$ cat config.mk
export PLATFORM = sky130hd
export DESIGN_NAME = port_regs
export DESIGN_NICKNAME = d
export VERILOG_FILES = /design/src/shared/port_regs_pkg.sv /design/src/rtl/port_regs.sv
export VERILOG_INCLUDE_DIRS = /design/src /design/src/shared
export SDC_FILE = /design/constraint.sdc
export NUM_CORES = 1
export LEC_CHECK = 0
export ABC_CLOCK_PERIOD_IN_PS = 3050
export BUFFER_PORTS_ARGS = -buffer_cell sky130_fd_sc_hd__buf_2
export CAP_MARGIN = 20
export CORE_MARGIN = 10
export CORE_UTILIZATION = 45
export CTS_BUF_LIST = sky130_fd_sc_hd__clkbuf_8
export DETAILED_ROUTE_END_ITERATION = 12
export MAX_ROUTING_LAYER = met4
export PLACE_DENSITY = 0.73
export SYNTH_ARGS = -nofsm -noshare
export SYNTH_HDL_FRONTEND = slang
export SYNTH_SLANG_ARGS = --single-unit
$ cat constraint.sdc
create_clock -name clk_in -period 3.05 [get_ports clk_in]
set_clock_uncertainty 0.15 [all_clocks]
set_input_delay 0.4575 -clock clk_in [delete_from_list [all_inputs] [get_ports clk_in]]
set_output_delay 0.4575 -clock clk_in [all_outputs]
set_load 0.01 [all_outputs]
$ cat src/shared/port_regs_regs.svh
`ifndef PORT_REGS_REGS_SVH
`define PORT_REGS_REGS_SVH

// Register indices; byte address is four times the index
`define IDX_THR45      12'h02E
`define IDX_THR67      12'h02F
`define IDX_LCD_STAT   12'h030
`define IDX_LCD_TIMER  12'h031
`define IDX_TOP_SRC    12'h101
`define IDX_TOP_MASK   12'h102
`define IDX_REC_CONF   12'h103
`define IDX_IRQ_STAT   12'h120
`define IDX_IRQ_EN     12'h121
`define IDX_IRQ_CLR    12'h122

// Reset values
`define RST_THR        16'hFFFF
`define RST_LCD_TIMER  16'hFFFF
`define RST_TOP_MASK   11'h7FF
`define RST_INTERNAL_CLOCK_RECOVERY_CIRCUIT_CONF  16'h0020

// Field positions
`define LCD_DIS_BIT    0
`define REC_SRST_BIT   4
`define REC_PDN_BIT    5
`define REC_PARC_BIT   6
`define REC_GIM_BIT    8
`define REC_WMASK      16'h01FF
`define REC_SRST_HIDE  16'h0010

// Thresholds of ports outside this block read as all ones
`define THR_UNUSED     8'hFF

// Port whose timer the reference counter watches
`define LCD_CHK_PORT   2

// Timer scaling: preload is value times 128
`define LCD_SCALE_SH   7
`define LCD_CNT_W      22

`endif

$ cat src/shared/port_regs_pkg.sv
package port_regs_pkg;

  // Clock recovery configuration fields
  typedef struct packed {
    logic [6:0] unused;
    logic       gim;
    logic       t1_rate_select;
    logic       parc;
    logic       pdn;
    logic       srst;
    logic       lptd;
    logic       lptu;
    logic       lprd;
    logic       lpru;
  } rec_conf_t;

  // Clock recovery error events
  typedef struct packed {
    logic fifo_ovf;
    logic sync_err;
    logic par_err;
  } rec_err_t;

endpackage

$ cat src/rtl/port_regs.sv
`timescale 1ns/10ps
`include "port_regs_regs.svh"
// Operation
// - Ports 4 and 5 thresholds share one register, port 5 high byte, reset all ones.
// - Ports 6 and 7 thresholds share one register, port 7 high byte.
// - The delineation event status returns its flags on a read and then clears them.
// - Bits 7 to 0 flag delineation-loss start per port, bits 15 to 8 flag its end.
// - Each port timer preloads with 128 times the 15-bit field in bits 15 to 1.
// - An expiring timer sets its status flag, and bit 0 of the timer register disables it.
// - Top source bits 3 to 10 are high while the matching port source is nonzero.
// - Top source bit 2 reports a pending clock-recovery FIFO overflow.
// - Top source bit 1 reports a pending clock-recovery synchronisation error.
// - Top source bit 0 reports a pending clock-recovery parity error.
// - Reading the top source never clears it; bits follow their underlying sources.
// - Mask bits sit at the source positions, 1 masks, all eleven reset masked.
// - Power down stops clock-recovery reception, errors and parity checking.
// - Soft reset is written as 1, self-clears, and always reads as 0.
// - Four independent loopback enables, active high.
module port_regs (
  input  wire logic        clk_in,
  input  wire logic        srst_in,
  input  wire logic        wb_cyc_in,
  input  wire logic        wb_stb_in,
  input  wire logic        wb_we_in,
  input  wire logic [13:0] wb_adr_in,
  input  wire logic [3:0]  wb_sel_in,
  input  wire logic [31:0] wb_dat_in,
  output logic      [31:0] wb_dat_out,
  output logic             wb_ack_out,
  input  wire logic [7:0]  lcd_start_in,
  input  wire logic [7:0]  lcd_end_in,
  input  wire logic [7:0]  lcd_active_in,
  input  wire logic [7:0]  port_src_pending_in,
  input  wire port_regs_pkg::rec_err_t rec_err_in,
  input  wire logic        rec_srst_done_in,
  output logic      [7:0]  thr_port_out [8],
  output port_regs_pkg::rec_conf_t rec_conf_out,
  output logic             rec_rx_en_out,
  output logic             rec_par_check_en_out,
  output logic             rec_par_invert_out,
  output logic             high_rate_clock_mode_out,
  output logic             irq_out
);

  logic [15:0] thr45_ff;
  logic [15:0] thr67_ff;
  logic [15:0] lcd_stat_ff;
  logic [15:0] lcd_timer_ff;
  logic [10:0] top_mask_ff;
  port_regs_pkg::rec_conf_t conf_ff;
  port_regs_pkg::rec_err_t  err_pend_ff;
  logic [2:0]  irq_stat_ff;
  logic [2:0]  irq_en_ff;
  logic        ack_ff;
  logic [31:0] dat_ff;
  logic [7:0]  expire;
  logic [10:0] top_src;
  logic        req;
  logic        wr;
  logic        rd;
  logic [11:0] idx;
  logic [15:0] wmask;
  logic [2:0]  irq_evt;

  // Bus decode: one access per request, ack lasts a single cycle
  assign req   = wb_cyc_in && wb_stb_in && !ack_ff;
  assign wr    = req && wb_we_in;
  assign rd    = req && !wb_we_in;
  assign idx   = wb_adr_in[13:2];
  assign wmask = {{8{wb_sel_in[1]}}, {8{wb_sel_in[0]}}};
  assign wb_ack_out = ack_ff;
  assign wb_dat_out = dat_ff;

  always_ff @(posedge clk_in) begin
    if (srst_in) begin
      ack_ff <= 1'b0;
    end else begin
      ack_ff <= req;
    end
  end

  // Threshold registers with byte lanes
  always_ff @(posedge clk_in) begin
    if (srst_in) begin
      thr45_ff <= `RST_THR;
      thr67_ff <= `RST_THR;
    end else if (wr && idx == `IDX_THR45) begin
      thr45_ff <= (thr45_ff & ~wmask) | (wb_dat_in[15:0] & wmask);
    end else if (wr && idx == `IDX_THR67) begin
      thr67_ff <= (thr67_ff & ~wmask) | (wb_dat_in[15:0] & wmask);
    end
  end

  // Upper byte is the odd port, lower byte the even port
  always_comb begin
    thr_port_out[0] = `THR_UNUSED;
    thr_port_out[1] = `THR_UNUSED;
    thr_port_out[2] = `THR_UNUSED;
    thr_port_out[3] = `THR_UNUSED;
    thr_port_out[4] = thr45_ff[7:0];
    thr_port_out[5] = thr45_ff[15:8];
    thr_port_out[6] = thr67_ff[7:0];
    thr_port_out[7] = thr67_ff[15:8];
  end

  // Timer configuration register
  always_ff @(posedge clk_in) begin
    if (srst_in) begin
      lcd_timer_ff <= `RST_LCD_TIMER;
    end else if (wr && idx == `IDX_LCD_TIMER) begin
      lcd_timer_ff <= (lcd_timer_ff & ~wmask) | (wb_dat_in[15:0] & wmask);
    end
  end

  // One delineation timer per port; it arms while idle or disabled and fires once per loss
  genvar gi;
  generate
    for (gi = 0; gi < 8; gi++) begin : g_lcd
      logic [`LCD_CNT_W-1:0] cnt_ff;
      logic                  run_ff;
      logic [`LCD_CNT_W-1:0] preload;
      assign preload = {lcd_timer_ff[15:1], 7'h00};
      always_ff @(posedge clk_in) begin
        if (srst_in) begin
          cnt_ff <= '1;
          run_ff <= 1'b0;
        end else if (lcd_timer_ff[`LCD_DIS_BIT] || !lcd_active_in[gi]) begin
          cnt_ff <= preload;
          run_ff <= 1'b1;
        end else if (run_ff && cnt_ff == '0) begin
          run_ff <= 1'b0;
        end else if (run_ff) begin
          cnt_ff <= cnt_ff - 1'b1;
        end
      end
      assign expire[gi] = run_ff && cnt_ff == '0 && lcd_active_in[gi]
                          && !lcd_timer_ff[`LCD_DIS_BIT];
    end
  endgenerate

  // Event flags: a new event wins over the clear by read
  always_ff @(posedge clk_in) begin
    if (srst_in) begin
      lcd_stat_ff <= 16'h0000;
    end else begin
      lcd_stat_ff <= ((rd && idx == `IDX_LCD_STAT) ? 16'h0000 : lcd_stat_ff)
                     | {lcd_end_in, lcd_start_in | expire};
    end
  end

  // Mask register
  always_ff @(posedge clk_in) begin
    if (srst_in) begin
      top_mask_ff <= `RST_TOP_MASK;
    end else if (wr && idx == `IDX_TOP_MASK) begin
      top_mask_ff <= (top_mask_ff & ~wmask[10:0]) | (wb_dat_in[10:0] & wmask[10:0]);
    end
  end

  // Clock recovery configuration; soft reset clears on completion
  always_ff @(posedge clk_in) begin
    if (srst_in) begin
      conf_ff <= port_regs_pkg::rec_conf_t'(`RST_INTERNAL_CLOCK_RECOVERY_CIRCUIT_CONF);
    end else if (wr && idx == `IDX_REC_CONF) begin
      conf_ff <= port_regs_pkg::rec_conf_t'(
        ((conf_ff & ~wmask) | (wb_dat_in[15:0] & wmask)) & `REC_WMASK);
    end else if (rec_srst_done_in) begin
      conf_ff.srst <= 1'b0;
    end
  end

  // Pending clock recovery errors; cleared by reading the interrupt status register
  always_ff @(posedge clk_in) begin
    if (srst_in || conf_ff.srst) begin
      err_pend_ff <= '0;
    end else begin
      err_pend_ff <= ((rd && idx == `IDX_IRQ_STAT) ? 3'h0 : err_pend_ff)
                     | (conf_ff.pdn ? 3'h0 : rec_err_in);
    end
  end

  // Top-level summary, not cleared by its own read
  assign top_src = {port_src_pending_in,
                    err_pend_ff.fifo_ovf,
                    err_pend_ff.sync_err,
                    err_pend_ff.par_err};

  // Clock recovery control outputs
  assign rec_conf_out             = conf_ff;
  assign rec_rx_en_out            = !conf_ff.pdn;
  assign rec_par_check_en_out     = !conf_ff.pdn;
  assign rec_par_invert_out       = conf_ff.parc;
  assign high_rate_clock_mode_out = !conf_ff.gim;

  // Interrupt block: sticky status per event group, enable, write-one clear
  assign irq_evt = {|(lcd_start_in | lcd_end_in | expire),
                    |(port_src_pending_in & ~top_mask_ff[10:3]),
                    |(err_pend_ff & ~top_mask_ff[2:0])};
  always_ff @(posedge clk_in) begin
    if (srst_in) begin
      irq_stat_ff <= 3'h0;
      irq_en_ff   <= 3'h0;
    end else begin
      irq_stat_ff <= ((wr && idx == `IDX_IRQ_CLR) ? irq_stat_ff & ~wb_dat_in[2:0]
                                                  : irq_stat_ff) | irq_evt;
      if (wr && idx == `IDX_IRQ_EN) begin
        irq_en_ff <= wb_dat_in[2:0];
      end
    end
  end
  assign irq_out = |(irq_stat_ff & irq_en_ff);

  // Read data mux
  always_ff @(posedge clk_in) begin
    if (srst_in) begin
      dat_ff <= 32'h00000000;
    end else if (rd) begin
      case (idx)
        `IDX_THR45:     dat_ff <= {16'h0000, thr45_ff};
        `IDX_THR67:     dat_ff <= {16'h0000, thr67_ff};
        `IDX_LCD_STAT:  dat_ff <= {16'h0000, lcd_stat_ff};
        `IDX_LCD_TIMER: dat_ff <= {16'h0000, lcd_timer_ff};
        `IDX_TOP_SRC:   dat_ff <= {21'h000000, top_src};
        `IDX_TOP_MASK:  dat_ff <= {21'h000000, top_mask_ff};
        `IDX_REC_CONF:  dat_ff <= {16'h0000, conf_ff & ~`REC_SRST_HIDE};
        `IDX_IRQ_STAT:  dat_ff <= {29'h00000000, irq_stat_ff};
        `IDX_IRQ_EN:    dat_ff <= {29'h00000000, irq_en_ff};
        default:        dat_ff <= 32'h00000000;
      endcase
    end
  end

  // Reference count of enabled cycles in delineation loss on the watched port
  logic [`LCD_CNT_W-1:0] act_cnt_ff;
  logic [`LCD_CNT_W-1:0] load_ff;
  always_ff @(posedge clk_in) begin
    if (srst_in) begin
      act_cnt_ff <= '0;
      load_ff    <= '0;
    end else if (lcd_timer_ff[`LCD_DIS_BIT] || !lcd_active_in[`LCD_CHK_PORT]) begin
      act_cnt_ff <= '0;
      load_ff    <= `LCD_CNT_W'(lcd_timer_ff[15:1]) << `LCD_SCALE_SH;
    end else if (act_cnt_ff != '1) begin
      act_cnt_ff <= act_cnt_ff + 1'b1;
    end
  end

  // Threshold registers: reset value and full-word writes
  thr_reset_a: assert property (@(posedge clk_in) $past(srst_in) |-> thr45_ff == `RST_THR)
    else $error("threshold 4/5 not reset");

  thr67_rst_a: assert property (@(posedge clk_in) $past(srst_in) |-> thr67_ff == `RST_THR)
    else $error("threshold 6/7 not reset");

  thr_write_a: assert property (@(posedge clk_in) disable iff (srst_in)
    wr && idx == `IDX_THR45 && wb_sel_in == 4'hF |=> thr45_ff == $past(wb_dat_in[15:0]))
    else $error("threshold 4/5 write lost");

  thr67_write_a: assert property (@(posedge clk_in) disable iff (srst_in)
    wr && idx == `IDX_THR67 && wb_sel_in == 4'hF |=> thr67_ff == $past(wb_dat_in[15:0]))
    else $error("threshold 6/7 write lost");

  // Delineation status: read clear and event capture
  stat_clear_a: assert property (@(posedge clk_in) disable iff (srst_in)
    rd && idx == `IDX_LCD_STAT && lcd_start_in == 8'h00 && lcd_end_in == 8'h00 && expire == 8'h00
    |=> lcd_stat_ff == 16'h0000) else $error("status not cleared by read");

  stat_read_a: assert property (@(posedge clk_in) disable iff (srst_in)
    rd && idx == `IDX_LCD_STAT |=> wb_dat_out[15:0] == $past(lcd_stat_ff))
    else $error("status read data wrong");

  start_flag_a: assert property (@(posedge clk_in) disable iff (srst_in)
    lcd_start_in[7] |=> lcd_stat_ff[7]) else $error("start flag lost");

  end_flag_a: assert property (@(posedge clk_in) disable iff (srst_in)
    lcd_end_in[1] |=> lcd_stat_ff[9]) else $error("end flag lost");

  // Delineation timer: configuration, expiry flag and count length
  timer_write_a: assert property (@(posedge clk_in) disable iff (srst_in)
    wr && idx == `IDX_LCD_TIMER && wb_sel_in == 4'hF |=> lcd_timer_ff == $past(wb_dat_in[15:0]))
    else $error("timer config write lost");

  expire_set_a: assert property (@(posedge clk_in) disable iff (srst_in)
    expire[`LCD_CHK_PORT] |=> lcd_stat_ff[`LCD_CHK_PORT]) else $error("expiry flag lost");

  timer_count_a: assert property (@(posedge clk_in) disable iff (srst_in)
    expire[`LCD_CHK_PORT] |-> act_cnt_ff == load_ff)
    else $error("timer length wrong");

  // Top-level summary and clock recovery pending bits
  top_read_a: assert property (@(posedge clk_in) disable iff (srst_in)
    rd && idx == `IDX_TOP_SRC |=> wb_dat_out[10:3] == $past(port_src_pending_in))
    else $error("summary mismatch");

  src_keep_a: assert property (@(posedge clk_in) disable iff (srst_in)
    rd && idx == `IDX_TOP_SRC && !conf_ff.srst |=> (err_pend_ff & $past(err_pend_ff)) == $past(err_pend_ff))
    else $error("summary cleared by its read");

  fifo_flag_a: assert property (@(posedge clk_in) disable iff (srst_in)
    rec_err_in.fifo_ovf && !conf_ff.pdn && !conf_ff.srst |=> err_pend_ff.fifo_ovf)
    else $error("overflow not pending");

  sync_flag_a: assert property (@(posedge clk_in) disable iff (srst_in)
    rec_err_in.sync_err && !conf_ff.pdn && !conf_ff.srst |=> err_pend_ff.sync_err)
    else $error("sync error not pending");

  par_flag_a: assert property (@(posedge clk_in) disable iff (srst_in)
    rec_err_in.par_err && !conf_ff.pdn && !conf_ff.srst |=> err_pend_ff.par_err)
    else $error("parity error not pending");

  // Mask register
  mask_reset_a: assert property (@(posedge clk_in) $past(srst_in) |-> top_mask_ff == `RST_TOP_MASK)
    else $error("mask not reset");

  mask_write_a: assert property (@(posedge clk_in) disable iff (srst_in)
    wr && idx == `IDX_TOP_MASK && wb_sel_in == 4'hF |=> top_mask_ff == $past(wb_dat_in[10:0]))
    else $error("mask write lost");

  // Clock recovery configuration
  pdn_err_a: assert property (@(posedge clk_in) disable iff (srst_in)
    conf_ff.pdn && $past(conf_ff.pdn) && $past(err_pend_ff) == 3'h0 && !conf_ff.srst
    |-> err_pend_ff == 3'h0) else $error("error while powered down");

  pdn_rx_a: assert property (@(posedge clk_in) disable iff (srst_in)
    wr && idx == `IDX_REC_CONF && wb_sel_in == 4'hF |=> rec_rx_en_out == !$past(wb_dat_in[5]))
    else $error("reception enable wrong");

  srst_read_a: assert property (@(posedge clk_in) disable iff (srst_in)
    rd && idx == `IDX_REC_CONF |=> !wb_dat_out[4]) else $error("soft reset read nonzero");

  srst_clear_a: assert property (@(posedge clk_in) disable iff (srst_in)
    rec_srst_done_in && !(wr && idx == `IDX_REC_CONF) |=> !conf_ff.srst)
    else $error("soft reset not cleared");

  loop_write_a: assert property (@(posedge clk_in) disable iff (srst_in)
    wr && idx == `IDX_REC_CONF && wb_sel_in == 4'hF |=> conf_ff[3:0] == $past(wb_dat_in[3:0]))
    else $error("loopback write lost");

  rate_out_a: assert property (@(posedge clk_in) disable iff (srst_in)
    wr && idx == `IDX_REC_CONF && wb_sel_in == 4'hF |=> high_rate_clock_mode_out == !$past(wb_dat_in[8]))
    else $error("rate select wrong");

  parc_out_a: assert property (@(posedge clk_in) disable iff (srst_in)
    wr && idx == `IDX_REC_CONF && wb_sel_in == 4'hF |=> rec_par_invert_out == $past(wb_dat_in[6]))
    else $error("parity invert wrong");

  // Interrupt status, enable and bus handshake
  irq_sticky_a: assert property (@(posedge clk_in) disable iff (srst_in)
    irq_stat_ff[0] && !(wr && idx == `IDX_IRQ_CLR) |=> irq_stat_ff[0])
    else $error("status bit not sticky");

  irq_clear_a: assert property (@(posedge clk_in) disable iff (srst_in)
    wr && idx == `IDX_IRQ_CLR && wb_dat_in[0] && !irq_evt[0] |=> !irq_stat_ff[0])
    else $error("status bit not cleared");

  irq_en_a: assert property (@(posedge clk_in) disable iff (srst_in)
    wr && idx == `IDX_IRQ_EN |=> irq_en_ff == $past(wb_dat_in[2:0]))
    else $error("enable write lost");

  unmapped_rd_a: assert property (@(posedge clk_in) disable iff (srst_in)
    rd && idx > `IDX_IRQ_CLR |=> wb_dat_out == 32'h00000000)
    else $error("unmapped read nonzero");

  ack_answer_a: assert property (@(posedge clk_in) disable iff (srst_in)
    req |=> wb_ack_out) else $error("request not acked");

  ack_pulse_a: assert property (@(posedge clk_in) disable iff (srst_in)
    wb_ack_out |=> !wb_ack_out) else $error("ack longer than one cycle");

  // Main scenarios
  read_cov_c: cover property (@(posedge clk_in) rd && idx == `IDX_LCD_STAT && lcd_stat_ff != 0);
  expire_cov_c: cover property (@(posedge clk_in) expire != 8'h00);
  irq_cov_c: cover property (@(posedge clk_in) irq_out);
  srst_cov_c: cover property (@(posedge clk_in) rec_srst_done_in && conf_ff.srst);
  top_cov_c: cover property (@(posedge clk_in) rd && idx == `IDX_TOP_SRC && top_src != 11'h000);

endmodule

==> results.sh <==
export IMPL_relSlewSlack_pct=32.3
export IMPL_rows=68
export IMPL_die_w_um=207
export IMPL_period_minus_slack_ps=2820
export IMPL_hold_viol=0
export IMPL_antenna_found_initial=0
export IMPL_cts_setup_buffers=0
export IMPL_dr_first_iter_drc_count=1509
export IMPL_status="finished, final reports clean"
export IMPL_wire_per_inst_um=18.6
export IMPL_ys_types=88
export IMPL_async_flop_share_pct=0
export IMPL_drt_wl_total_um=47800
export IMPL_rsz0062_at_grt="false"
export IMPL_grt_max_degree=93
export IMPL_hold_path_class="in2reg"
export IMPL_holdCritStartpoint="wb_dat_in[15]"
export IMPL_cts_tree="done"
export IMPL_start_util_pct=45.5
export IMPL_cts_sinks=294
export IMPL_portBuffers=133
export IMPL_grt_usage_pct=22.2
export IMPL_first_global_vias=14300
export IMPL_synth_edf_count=0
export IMPL_path_class="reg2reg"
export IMPL_drc=0
export IMPL_drive_gt1_share_pct=14.9
export IMPL_vias_per_cell=5.89
export IMPL_worstPathArrival_ps=3120
export IMPL_place_congestion=0.963
export IMPL_path_clk_slew_ps=60
export IMPL_power_density_mw_per_mm2=461
export IMPL_synthToLayoutAreaGrowth_pct=14.6
export IMPL_die_area_mm2=0.0427
export IMPL_syn_area_mm2=0.0157
export IMPL_rrSetupSlack_ps=230
export IMPL_whs_path_depth=3
export IMPL_clock_path_buffers=3
export IMPL_clkLatencyLatePin_ps=600
export IMPL_cts_resized=0
export IMPL_dpl_cell_area_mm2=0.0167
export IMPL_seq_area_frac_synth_pct=37.5
export IMPL_die_y_um=207
export IMPL_synth_cells=1949
export IMPL_vias=15200
export IMPL_start_kind="flop"
export IMPL_yosys_warnings=0
export IMPL_h_tree_depth=2
export IMPL_slew_violations=0
export IMPL_max_cap_violations=0
export IMPL_postRouteAntennaNets=0
export IMPL_ios=209
export IMPL_stdcell_area_mm2=0.0180
export IMPL_reg2reg_depth=8
export IMPL_grt_pass1_wl_um=75700
export IMPL_finalSetupViolCount=0
export IMPL_irDropWorstVdd_uv=346
export IMPL_critPathRequiredTime_ps=3350
export IMPL_power_leakage_nw=6.75
export IMPL_final_setup_tns_ps=0
export IMPL_reg2reg_to="g_lcd[6].cnt_ff[18]"
export IMPL_ys_flop_type="dfxtp_1"
export IMPL_worst_pin_slew_ps=1020
export IMPL_dp_hpwl_um=33600
export IMPL_grt_ovfl_total=0
export IMPL_finalNetCount=2186
export IMPL_worstReg2RegStart="g_lcd[6].cnt_ff[0]"
export IMPL_drt_pass1_iter_count=5
export IMPL_synth_seq_cells=294
export IMPL_core_area_mm2=0.0345
export IMPL_post_synth_cell_area_avg_um2=8.05
export IMPL_cts_root_buf="clkbuf_8"
export IMPL_cp_end_kind="flop"
export IMPL_max_freq_mhz=355
export IMPL_cts_buffers=50
export IMPL_fill_cells=3249
export IMPL_post_route_period_util_pct=92.4
export IMPL_worst_path_max_fanout=7
==> cell families after synthesis <==
group	Yosys count	synth area share, %
muxes	81	5.21
AOI/OAI and AO/OA	453	18.9
DFF	294	37.5
other	2	0.0478
and+or+nand+nor	795	25.6
xor gates and xnor gates	82	4.58
buffers and inverters	226	6.90
adders and majority gates	16	1.28
==> cell usage after synthesis (6+ instances only) <==
library cell / number / area share (%)
nor4b_1: 10 / 0.56
or3_1: 22 / 0.88
dfxtp_1: 294 / 37
o211ai_1: 25 / 1.2
a211oi_1: 13 / 0.62
a22oi_1: 26 / 1.2
a21o_1: 15 / 0.72
o32a_1: 7 / 0.45
o2111ai_1: 6 / 0.33
o21ai_0: 133 / 4.2
buf_1: 8 / 0.19
a41oi_1: 7 / 0.39
xor2_1: 33 / 1.8
nor2b_1: 14 / 0.56
buf_4: 58 / 2.8
nand2b_1: 15 / 0.60
and3_1: 20 / 0.80
clkbuf_1: 103 / 2.5
inv_1: 43 / 1.0
nor3b_1: 6 / 0.29
nor3_1: 84 / 2.7
nand4_1: 22 / 0.88
a31oi_1: 27 / 1.1
nor2_1: 195 / 4.7
mux2_2: 6 / 0.43
a311oi_1: 7 / 0.39
o21a_1: 13 / 0.62
a2bb2oi_1: 7 / 0.39
xnor2_1: 49 / 2.7
nand2_1: 218 / 5.2
a221oi_1: 14 / 0.78
ha_1: 16 / 1.3
nor4_1: 57 / 2.3
and4_1: 9 / 0.50
or4_1: 24 / 1.1
mux2i_1: 75 / 4.8
a21oi_1: 69 / 2.2
and2_1: 9 / 0.36
buf_2: 11 / 0.35
o22ai_1: 28 / 1.1
nand3_1: 46 / 1.5
==> worst max path at each step <==
stage	from	endpoint	slack [ps]	cells past startpoint
6_report	g_lcd[6].cnt_ff[0]	g_lcd[6].cnt_ff[18]	230	8
5_1_grt	g_lcd[6].cnt_ff[1]	g_lcd[6].cnt_ff[18]	100	8
4_1_cts	g_lcd[2].cnt_ff[2]	g_lcd[2].cnt_ff[18]	280	6
3_5_place_dp	wb_adr_in[11]	lcd_stat_ff[7]	160	7
3_3_place_gp	wb_adr_in[7]	flop	230	7
2_1_floorplan	wb_adr_in[7]	flop	440	8
==> stage by stage <==
step | worst slack (ps) | utilization, % | instances | total power (W) | hold WS [ps]
global route | 95.9 | 52.2 | 2572 | 0.00857 | 31.5
CTS | 276 | 52.2 | 2572 | 0.00834 | 1.21
detailed placement | 157 | 48.5 | 2467 | 0.00448 | 298
global placement | 233 | 48.5 | 2467 | 0.00447 | 297
floorplan | 437 | - | 2002 | 0.00436 | 286
finish | 231 | 52.2 | 2573 | 0.00829 | 22.6
==> cell usage in the layout (no fill, tap or decap), types with 24 or more instances in the layout <==
| cell | instances |
|---|---|
| a21oi_1 | 69 |
| a22oi_1 | 26 |
| a31oi_1 | 27 |
| buf_2 | 132 |
| buf_4 | 57 |
| clkbuf_8 | 66 |
| conb_1 | 55 |
| dfxtp_1 | 294 |
| inv_1 | 53 |
| mux2i_1 | 75 |
| nand2_1 | 218 |
| nand3_1 | 46 |
| nor2_1 | 195 |
| nor3_1 | 84 |
| nor4_1 | 57 |
| o211ai_1 | 25 |
| o21ai_0 | 133 |
| o22ai_1 | 28 |
| or4_1 | 24 |
| xnor2_1 | 49 |
| xor2_1 | 33 |
==> area by class of cell <==
class	count	area [um2]	area share, %
multi-input combinational	1482	8930	49.7
sequential	294	5890	32.7
timing repair buffer	208	1320	7.33
clock buffer	66	908	5.05
tap	455	569	3.17
clock inverter	24	201	1.12
inverter	43	164	0.911
antenna	1	2.50	0.0139
==> layer usage <==
layer	wire, um	global-route usage (%)	up-vias	part of all wire, %
met2	22600	36.0	569	47
li1	-	-	7229	-
met4	1510	7.74	0	3.2
met3	3210	3.36	123	6.7
met1	20500	27.7	7242	43
met5	0	-	-	0
==> power breakdown <==
group | switching [W] | leakage (nW) | internal, W
logic | 0.000295 | 3.73 | 0.000167
registers | 0.0000598 | 2.41 | 0.00390
clock network | 0.00166 | 0.616 | 0.00220
total | 0.00202 | 6.75 | 0.00627
==> worst max-delay path, cell delays in order (launching register included) <==
cell and delay, ps:
dfxtp_1 340, inv_1 90, ha_1 150, or3b_2 430, or4_1 650, o21ai_4 210, nor3_1 100, a2111oi_0 470
a311oi_1 90
==> repair_timing <==
item | 4_1_cts | 5_1_grt
hold endpoints to repair | 20 | 0
hold buffers | 15 | 0
setup endpoints to repair | 0 | 0
No activity file was read; power rests on OpenSTA's default activity.
